===== src/include/pcc_pkg.sv =====
// Shared constants for the power and charger control register bank
// Notes on behaviour
// - Without manual control, charger_found is read-only and shows the hardware detection result.
// - Without manual control, the indicator pin follows detection through the same polarity drive.
// - With manual control, charger_found is writable; 0 releases the pin, 1 drives polarity level.
// - Without manual control, dp_sense_source_en is read-only; hardware drives source, sink and reference.
// - With manual control, dp_sense_source_en switches sensing source, DM sink and reference together.
// - Bit 5 reports whether DM is above the detection reference.
// - Bit 4 enables the DP weak pull-up only in synchronous mode with VBUS session valid.
// - Falling-edge report enable plus BVALID falling sends an RX CMD with alt_int.
// - Rising-edge report enable plus BVALID rising sends an RX CMD with alt_int.
// - Manual control rising edge copies live source status and detection result, exits detection.
// - Bit 1 mirrors the detection result and reads 0 whenever manual control is set.
package pcc_pkg;
	localparam int ADDR_W = 8;
	localparam int DATA_W = 8;
	localparam int IRQ_W = 3;
	localparam logic [ADDR_W-1:0] OFS_POWER = 8'h3D;
	localparam logic [ADDR_W-1:0] OFS_IRQ_STATUS = 8'h40;
	localparam logic [ADDR_W-1:0] OFS_IRQ_MASK = 8'h41;
	localparam int BIT_FOUND = 7;
	localparam int BIT_SRC_EN = 6;
	localparam int BIT_DM_ABOVE = 5;
	localparam int BIT_WKPU = 4;
	localparam int BIT_FALL_EN = 3;
	localparam int BIT_RISE_EN = 2;
	localparam int BIT_DETECTION_COMPLETE = 1;
	localparam int BIT_MANUAL = 0;
	localparam int IRQ_RISE = 0;
	localparam int IRQ_FALL = 1;
	localparam int IRQ_DET = 2;
	localparam logic [DATA_W-1:0] POWER_RESET = 8'h00;
	localparam logic [IRQ_W-1:0] IRQ_RESET = 3'h0;
	localparam logic [DATA_W-1:0] READ_NONE = 8'h00;
endpackage


===== src/include/pcc_evt_if.sv =====
// Event and interrupt wiring between the register bank and its helpers
`timescale 1ns/1ps
`default_nettype none
interface pcc_evt_if;
	logic rise_en;
	logic fall_en;
	logic ev_rise;
	logic ev_fall;
	logic ev_det;
	logic sts_wr;
	logic msk_wr;
	logic [pcc_pkg::IRQ_W-1:0] wdata;
	logic [pcc_pkg::IRQ_W-1:0] status;
	logic [pcc_pkg::IRQ_W-1:0] mask;
	modport rpt (input rise_en, input fall_en, output ev_rise, output ev_fall);
	modport irq (input ev_rise, input ev_fall, input ev_det, input sts_wr, input msk_wr, input wdata,
		output status, output mask);
endinterface
`default_nettype wire


===== src/rtl/pcc_bvalid_report.sv =====
// BVALID edge detection and alt_int RX CMD request
`timescale 1ns/1ps
`default_nettype none
module pcc_bvalid_report (
	// Clock and reset
	input wire logic clk,
	input wire logic sys_rst,
	// Line and link
	input wire logic bvalid,
	input wire logic alt_int_ack,
	output logic alt_int_req,
	// Events
	pcc_evt_if.rpt evt
);
	typedef struct packed {
		logic primed;
		logic prev;
		logic req;
	} pcc_rpt_st_t;
	pcc_rpt_st_t st_q;
	pcc_rpt_st_t st_d;
	logic rise;
	logic fall;

	// Primed keeps a high BVALID at reset release from looking like an edge
	always_comb begin
		st_d = st_q;
		rise = st_q.primed && bvalid && !st_q.prev;
		fall = st_q.primed && !bvalid && st_q.prev;
		st_d.primed = 1'b1;
		st_d.prev = bvalid;
		// A new edge wins over an ack in the same cycle
		st_d.req = (st_q.req && !alt_int_ack) || (rise && evt.rise_en) || (fall && evt.fall_en);
	end

	always_ff @(posedge clk or posedge sys_rst) begin
		if (sys_rst) begin
			st_q <= '0;
		end else begin
			st_q <= st_d;
		end
	end

	assign alt_int_req = st_q.req;
	assign evt.ev_rise = rise;
	assign evt.ev_fall = fall;
endmodule // pcc_bvalid_report
`default_nettype wire


===== src/rtl/pcc_irq.sv =====
// Sticky interrupt status, mask and level output
`timescale 1ns/1ps
`default_nettype none
module pcc_irq (
	// Clock and reset
	input wire logic clk,
	input wire logic sys_rst,
	// Interrupt
	output logic irq,
	// Events and register access
	pcc_evt_if.irq evt
);
	typedef struct packed {
		logic [pcc_pkg::IRQ_W-1:0] status;
		logic [pcc_pkg::IRQ_W-1:0] mask;
		logic irq;
	} pcc_irq_st_t;
	pcc_irq_st_t st_q;
	pcc_irq_st_t st_d;
	logic [pcc_pkg::IRQ_W-1:0] ev;

	always_comb begin
		st_d = st_q;
		ev = '0;
		ev[pcc_pkg::IRQ_RISE] = evt.ev_rise;
		ev[pcc_pkg::IRQ_FALL] = evt.ev_fall;
		ev[pcc_pkg::IRQ_DET] = evt.ev_det;
		// Set is applied after the clear so an event in the clearing cycle survives
		if (evt.sts_wr) begin
			st_d.status = st_q.status & ~evt.wdata;
		end
		st_d.status = st_d.status | ev;
		if (evt.msk_wr) begin
			st_d.mask = evt.wdata;
		end
		st_d.irq = |(st_d.status & st_d.mask);
	end

	always_ff @(posedge clk or posedge sys_rst) begin
		if (sys_rst) begin
			st_q <= {pcc_pkg::IRQ_RESET, pcc_pkg::IRQ_RESET, 1'b0};
		end else begin
			st_q <= st_d;
		end
	end

	assign irq = st_q.irq;
	assign evt.status = st_q.status;
	assign evt.mask = st_q.mask;
endmodule // pcc_irq
`default_nettype wire


===== src/rtl/pcc_power_ctrl.sv =====
// Power and charger control register bank with detection override
//
// The address-and-strobe port was left to the implementer.
`timescale 1ns/1ps
`default_nettype none
module pcc_power_ctrl (
	// Clock and reset
	input wire logic clk,
	input wire logic sys_rst,
	// Register port
	input wire logic [pcc_pkg::ADDR_W-1:0] reg_addr,
	input wire logic [pcc_pkg::DATA_W-1:0] reg_wdata,
	input wire logic reg_we,
	input wire logic reg_re,
	output logic [pcc_pkg::DATA_W-1:0] reg_rdata,
	// Charger detection front end
	input wire logic charger_det_result,
	input wire logic hw_src_live,
	input wire logic dm_above_ref,
	output logic dp_sense_source_on,
	output logic dm_sink_ref_on,
	output logic det_fsm_exit,
	// Line conditions
	input wire logic sync_mode,
	input wire logic vbus_session_valid,
	input wire logic bvalid,
	output logic dp_weak_pullup_on,
	// Charger indicator pin
	input wire logic charger_indicator_polarity,
	output logic charger_indicator_pin_o,
	output logic charger_indicator_pin_oe,
	// Link RX CMD request
	input wire logic rxcmd_alt_int_ack,
	output logic rxcmd_alt_int_req,
	// Interrupt
	output logic irq
);

	////////////////////////////////////////////////////////////////////////////////
	// State

	typedef struct packed {
		logic found;
		logic src_en;
		logic dm_above;
		logic wkpu;
		logic fall_en;
		logic rise_en;
		logic manual;
		logic detection_complete;
		logic [pcc_pkg::DATA_W-1:0] rdata;
		logic pin_o;
		logic pin_oe;
		logic src_on;
		logic pullup_on;
	} pcc_main_st_t;

	pcc_main_st_t st_q;
	pcc_main_st_t st_d;
	logic pwr_wr;
	logic man_rise;

	pcc_evt_if evt();

	function automatic logic hit(input logic [pcc_pkg::ADDR_W-1:0] a, input logic [pcc_pkg::ADDR_W-1:0] ofs);
		hit = (a == ofs);
	endfunction

	function automatic logic [pcc_pkg::DATA_W-1:0] widen(input logic [pcc_pkg::IRQ_W-1:0] v);
		widen = {{(pcc_pkg::DATA_W-pcc_pkg::IRQ_W){1'b0}}, v};
	endfunction

	////////////////////////////////////////////////////////////////////////////////
	// Next state

	always_comb begin
		st_d = st_q;
		pwr_wr = reg_we && hit(reg_addr, pcc_pkg::OFS_POWER);
		man_rise = pwr_wr && !st_q.manual && reg_wdata[pcc_pkg::BIT_MANUAL];

		// Enables that software owns in either mode
		if (pwr_wr) begin
			st_d.wkpu = reg_wdata[pcc_pkg::BIT_WKPU];
			st_d.fall_en = reg_wdata[pcc_pkg::BIT_FALL_EN];
			st_d.rise_en = reg_wdata[pcc_pkg::BIT_RISE_EN];
			st_d.manual = reg_wdata[pcc_pkg::BIT_MANUAL];
		end

		// Detection context: software only after manual control is already set
		if (st_q.manual) begin
			if (pwr_wr) begin
				st_d.found = reg_wdata[pcc_pkg::BIT_FOUND];
				st_d.src_en = reg_wdata[pcc_pkg::BIT_SRC_EN];
			end
		end else begin
			// Also covers the takeover write, so the pin does not glitch at handover
			st_d.found = charger_det_result;
			st_d.src_en = hw_src_live;
		end

		// Comparator sampled once; a read shows the previous cycle's level
		st_d.dm_above = dm_above_ref;

		// Completion mirrors detection but is held low under manual control
		st_d.detection_complete = !st_d.manual && charger_det_result;

		// Open-drain style drive: released pin is pulled to the opposite level
		st_d.pin_o = charger_indicator_polarity;
		st_d.pin_oe = st_d.found;

		// One enable feeds source, sink and reference together
		st_d.src_on = st_d.src_en;

		// Pull-up gated by mode and session, one cycle behind its inputs
		st_d.pullup_on = st_q.wkpu && sync_mode && vbus_session_valid;

		// Read data stand for exactly one cycle after the strobe
		st_d.rdata = pcc_pkg::READ_NONE;
		if (reg_re) begin
			if (hit(reg_addr, pcc_pkg::OFS_POWER)) begin
				st_d.rdata[pcc_pkg::BIT_FOUND] = st_q.found;
				st_d.rdata[pcc_pkg::BIT_SRC_EN] = st_q.src_en;
				st_d.rdata[pcc_pkg::BIT_DM_ABOVE] = st_q.dm_above;
				st_d.rdata[pcc_pkg::BIT_WKPU] = st_q.wkpu;
				st_d.rdata[pcc_pkg::BIT_FALL_EN] = st_q.fall_en;
				st_d.rdata[pcc_pkg::BIT_RISE_EN] = st_q.rise_en;
				st_d.rdata[pcc_pkg::BIT_DETECTION_COMPLETE] = st_q.detection_complete;
				st_d.rdata[pcc_pkg::BIT_MANUAL] = st_q.manual;
			end else if (hit(reg_addr, pcc_pkg::OFS_IRQ_STATUS)) begin
				st_d.rdata = widen(evt.status);
			end else if (hit(reg_addr, pcc_pkg::OFS_IRQ_MASK)) begin
				st_d.rdata = widen(evt.mask);
			end
		end
	end

	////////////////////////////////////////////////////////////////////////////////
	// Registers

	always_ff @(posedge clk or posedge sys_rst) begin
		if (sys_rst) begin
			st_q <= '0;
		end else begin
			st_q <= st_d;
		end
	end

	////////////////////////////////////////////////////////////////////////////////
	// Helpers

	assign evt.rise_en = st_q.rise_en;
	assign evt.fall_en = st_q.fall_en;
	assign evt.ev_det = st_d.detection_complete && !st_q.detection_complete;
	assign evt.sts_wr = reg_we && hit(reg_addr, pcc_pkg::OFS_IRQ_STATUS);
	assign evt.msk_wr = reg_we && hit(reg_addr, pcc_pkg::OFS_IRQ_MASK);
	assign evt.wdata = reg_wdata[pcc_pkg::IRQ_W-1:0];

	pcc_bvalid_report u_report (
		.clk(clk),
		.sys_rst(sys_rst),
		.bvalid(bvalid),
		.alt_int_ack(rxcmd_alt_int_ack),
		.alt_int_req(rxcmd_alt_int_req),
		.evt(evt.rpt)
	);

	pcc_irq u_irq (
		.clk(clk),
		.sys_rst(sys_rst),
		.irq(irq),
		.evt(evt.irq)
	);

	////////////////////////////////////////////////////////////////////////////////
	// Outputs

	assign reg_rdata = st_q.rdata;
	assign dp_sense_source_on = st_q.src_on;
	assign dm_sink_ref_on = st_q.src_on;
	assign det_fsm_exit = st_q.manual;
	assign dp_weak_pullup_on = st_q.pullup_on;
	assign charger_indicator_pin_o = st_q.pin_o;
	assign charger_indicator_pin_oe = st_q.pin_oe;
endmodule // pcc_power_ctrl
`default_nettype wire


===== config.mk =====
export PLATFORM = sky130hd
export DESIGN_NAME = pcc_power_ctrl
export DESIGN_NICKNAME = d
export VERILOG_FILES = /design/src/include/pcc_pkg.sv /design/src/include/pcc_evt_if.sv /design/src/rtl/pcc_bvalid_report.sv /design/src/rtl/pcc_irq.sv /design/src/rtl/pcc_power_ctrl.sv
export SDC_FILE = /design/constraint.sdc
export NUM_CORES = 1
export LEC_CHECK = 0
export ABC_AREA = 1
export BUFFER_PORTS_ARGS = -buffer_cell sky130_fd_sc_hd__buf_2
export CAP_MARGIN = 20
export CORE_MARGIN = 2
export CORE_UTILIZATION = 50
export CTS_CLUSTER_DIAMETER = 50
export CTS_CLUSTER_SIZE = 40
export DETAILED_ROUTE_END_ITERATION = 7
export PLACE_DENSITY_LB_ADDON = 0.05
export SLEW_MARGIN = 20
export SYNTH_ARGS = -nofsm -noshare
export SYNTH_HDL_FRONTEND = slang
export SYNTH_SLANG_ARGS = --single-unit

===== constraint.sdc =====
create_clock -name clk -period 1.75 [get_ports clk]
set_clock_uncertainty 0.15 [all_clocks]
set_input_delay 0.35 -clock clk [delete_from_list [all_inputs] [get_ports clk]]
set_output_delay 0.35 -clock clk [all_outputs]
set_load 0.05 [all_outputs]

==> flow_summary.rst <==
.. list-table::
   :header-rows: 1

   * - Metric
     - Value
   * - Biggest area contributors in the synthesized netlist
     - sky130_fd_sc_hd__dfrtp_1 (52%), sky130_fd_sc_hd__nand2_1 (9.4%), sky130_fd_sc_hd__inv_1 (6.6%), sky130_fd_sc_hd__buf_4 (5.0%), sky130_fd_sc_hd__nand3_1 (3.3%)
   * - Switching part of the total power
     - 0.2460
   * - Slowest CP cell
     - sky130_fd_sc_hd__dfrtp_1
   * - Share of post-route cells with drive strength above 1
     - 0.3557
   * - Nature of the critical path endpoint
     - primary output
   * - Via count of the first global-routing pass
     - 1,080
   * - Remaining routing DRC violations
     - 0
   * - Pin count of the biggest net entering global routing
     - 29
   * - End of the worst hold path
     - evt.fall_en
   * - R2r endpoint
     - dm_sink_ref_on
   * - Placement row count
     - 18
   * - Total clock buffers created by CTS
     - 3
   * - Number of H-tree branching levels
     - 1
   * - Final total negative setup slack
     - 0 ns
   * - Hold Fails Final Rpt
     - 0
   * - Footprint of the flip-flops and latches
     - 700.7 sq um
   * - Maximum buffer depth of the clock tree
     - 2
   * - Warnings from Yosys
     - 0
   * - Number of antenna violations at the first check in global routing
     - 0
   * - Clock transition at the register clock pins on the worst setup and hold paths after CTS
     - 0.15 ns
   * - Number of cells on the worst reg-to-reg path
     - 3
   * - Worst hold path depth
     - 2
   * - First-pass GRT wire length
     - 4353 um
   * - Area of the multi-input gates
     - 489.2 sq um
   * - Number of enable flip-flop cells after synthesis
     - 0
   * - Critical Path Source Type
     - flop
   * - Final #Nets
     - 223
   * - Diodes inserted
     - 0
   * - Crit-path leading delay family
     - flip-flops
   * - Per-cell routed wire length
     - 11.45 um
   * - Yosys cell types
     - 27
   * - Maximum clock frequency
     - 601.2 MHz
   * - Overall power after layout
     - 0.001272 W
   * - Number of max-slew violations in the final report
     - 0
   * - DIE AREA
     - 3151 sq um
   * - Period minus WS final
     - 1.663 ns
   * - Net count after synthesis
     - 180
   * - Later-pin clock latency in the skew report
     - 0.32 ns
   * - Number of storage elements in the synthesis netlist
     - 28
   * - Vias per inst
     - 4.799
   * - Register area share after synthesis
     - 0.5157
   * - Clock network fraction of total power
     - 0.328
   * - FFs w/ async S/R, synth
     - 1.000
   * - Kind of critical path
     - reg2out
   * - RSZ-0062 raised after global routing
     - no
   * - Placed Cells incl. Taps
     - 216
   * - Buffers inserted by post-CTS timing repair
     - 0
   * - Instance count of the mapped netlist
     - 152
   * - IO Pins
     - 44
   * - Root Buffer Master
     - sky130_fd_sc_hd__clkbuf_4
   * - Post-detailed-placement half-perimeter wirelength
     - 1987 um
   * - Resized Gates After CTS
     - 0
   * - Critical path arrival
     - 1.16 ns
   * - Final critical-path share of the clock period
     - 0.9506
   * - Min-delay worst type
     - in2reg
   * - Number of buffers inserted for hold repair after clock tree synthesis
     - 4
   * - Setup slack of the worst register-to-register path
     - 0.47 ns
   * - Leak Pwr
     - 0.9258 nW
   * - Global-route usage over all layers
     - 0.1740
   * - Crit Reg-Reg Startpoint
     - det_fsm_exit
   * - Biggest area consumer among synthesized cells
     - sky130_fd_sc_hd__dfrtp_1
   * - Post-synthesis cell area
     - 1359 sq um
   * - Avg Cell Area, Syn
     - 8.939 sq um
   * - P per Cell Area
     - 776.3 nW/um^2
   * - Required arrival time at the worst endpoint
     - 1.25 ns
   * - Origin of the worst min-delay path
     - reg_wdata[3]
   * - Fraction of post-synthesis cell area in the top cell type by area
     - 0.5157
   * - Cell with the most instances after synthesis
     - sky130_fd_sc_hd__nand2_1
   * - Num Clock Sinks
     - 28
   * - Largest incremental delay on the critical path
     - 0.52 ns
   * - Final setup violation count
     - 0
   * - First-iteration detailed-routing DRC count
     - 17
   * - Count of nets left with antenna violations after detail routing
     - 0
   * - Chip Height
     - 56.13 um
   * - Cell Area, Placed
     - 1546 sq um
   * - Result of the run
     - finished, final reports clean
   * - Aggregate global routing overflow
     - 0
   * - Buffer and inverter count on the worst path
     - 1
   * - Reg power frac
     - 0.536
   * - Internal cell power
     - 0.0009594 W
   * - Fillers
     - 213
   * - Total of buffers placed on input and output ports
     - 42
   * - Via count
     - 1,075
   * - Sequence of cells on the critical path
     - buf_2
   * - Final instance area
     - 1639 sq um
   * - Wire length reported by the detailed router
     - 2564 um
   * - Combinational cell fraction of total power
     - 0.137
   * - Placeable core region
     - 2522 sq um
   * - Syn-to-layout area delta
     - 20.63%
   * - Crit Path Max Fanout
     - 6
   * - Die Span X
     - 56.13 um
   * - Net switching power
     - 0.0003130 W
   * - Initial DRT Pass Iterations
     - 4
   * - Worst IR drop on VDD
     - 569.4 uV
   * - Non-filler instance count after layout
     - 224
   * - CTS tree
     - built
   * - Count of maximum capacitance violations
     - 0
   * - Starting density of the core
     - 0.5387
   * - Flip-flop cell with the highest count after synthesis
     - sky130_fd_sc_hd__dfrtp_1
   * - Most common library cells after synthesis
     - sky130_fd_sc_hd__nand2_1 (34), sky130_fd_sc_hd__dfrtp_1 (28), sky130_fd_sc_hd__inv_1 (24), sky130_fd_sc_hd__nor2_1 (10)
   * - Routability cong.
     - 0.7950
sequential cells by signal, indices dropped and copies added, names as in the netlist:
signal	count
u_report.alt_int_req	1
dp_weak_pullup_on	1
det_fsm_exit	1
u_irq.evt.mask	3
u_irq.evt.status	3
u_report.st_q	2
u_irq.irq	1
charger_indicator_pin_o	1
charger_indicator_pin_oe	1
evt.rise_en	1
evt.fall_en	1
dm_sink_ref_on	1
reg_rdata	8
st_q	3
cell type report:
class	count	area share
Sequential cell	28	0.4275
Multi-Input combinational cell	88	0.2985
Timing Repair Buffer	47	0.1573
Clock buffer	3	0.01374
Inverter	27	0.06183
Clock inverter	1	0.01832
Tap cell	30	0.02290
through the flow:
| stage | setup slack, ns | utilization | hold WS, ns |
|---|---|---|---|
| finish | 0.08653 | 0.6498 | 0.07639 |
| global route | 0.02291 | 0.6498 | 0.07443 |
| CTS | 0.06822 | 0.6498 | 0.07005 |
| detailed placement | 0.1630 | 0.6131 | 0.2775 |
| global placement | 0.2048 | 0.6131 | 0.2650 |
| floorplan | 0.2610 | - | 0.2314 |
cell usage in the layout (no fill, tap or decap), drive strengths merged, types with 3 or more instances in the layout:
cell type,Yosys,layout
buf,9,43
dfrtp,28,28
nand2,39,39
nand3,11,11
dlygate4sd3,0,4
o21ai,8,8
nand4,4,4
nor2,16,16
inv,27,27
clkbuf,0,3
mux2,3,3
worst max path at each step:
stage,endpoint,startpoint,slack [ns],cells after the start
3_5_place_dp,u_irq.irq,reg_addr[7],0.16,11
3_3_place_gp,u_irq.irq,reg_addr[7],0.20,11
4_1_cts,det_fsm_exit,det_fsm_exit,0.07,1
5_1_grt,det_fsm_exit,det_fsm_exit,0.02,1
6_report,det_fsm_exit,det_fsm_exit,0.09,1
2_1_floorplan,dm_sink_ref_on,det_fsm_exit,0.26,3
power by group through the flow:
stage	Combinational, W	Clock, W	Sequential (W)
2_1_floorplan	0.0000726	0	0.000725
3_3_place_gp	0.000163	0	0.000693
3_5_place_dp	0.000168	0	0.000694
4_1_cts	0.000176	0.000430	0.000682
5_1_grt	0.000192	0.000457	0.000685
6_report	0.000174	0.000417	0.000682
routing by layer:
layer | track usage | up-vias | share of wire
met5 | 0 | - | 0
met4 | 0.06463 | 0 | 0.0039
met3 | 0.02558 | 2 | 0.051
met2 | 0.3277 | 29 | 0.54
met1 | 0.1952 | 494 | 0.41
li1 | - | 550 | -
logic make-up (layout without fill, tap and decap cells):
logic type,count (synthesis),in the layout,synth area share
multiplexers,3,3,0.02486
flip-flops,28,28,0.5157
AND/OR/NAND/NOR,74,74,0.2855
AO/OA/AOI/OAI,10,10,0.04697
buffers and inverters,36,78,0.1243
other,1,1,0.002760
Power figures use the tool's default switching activity.
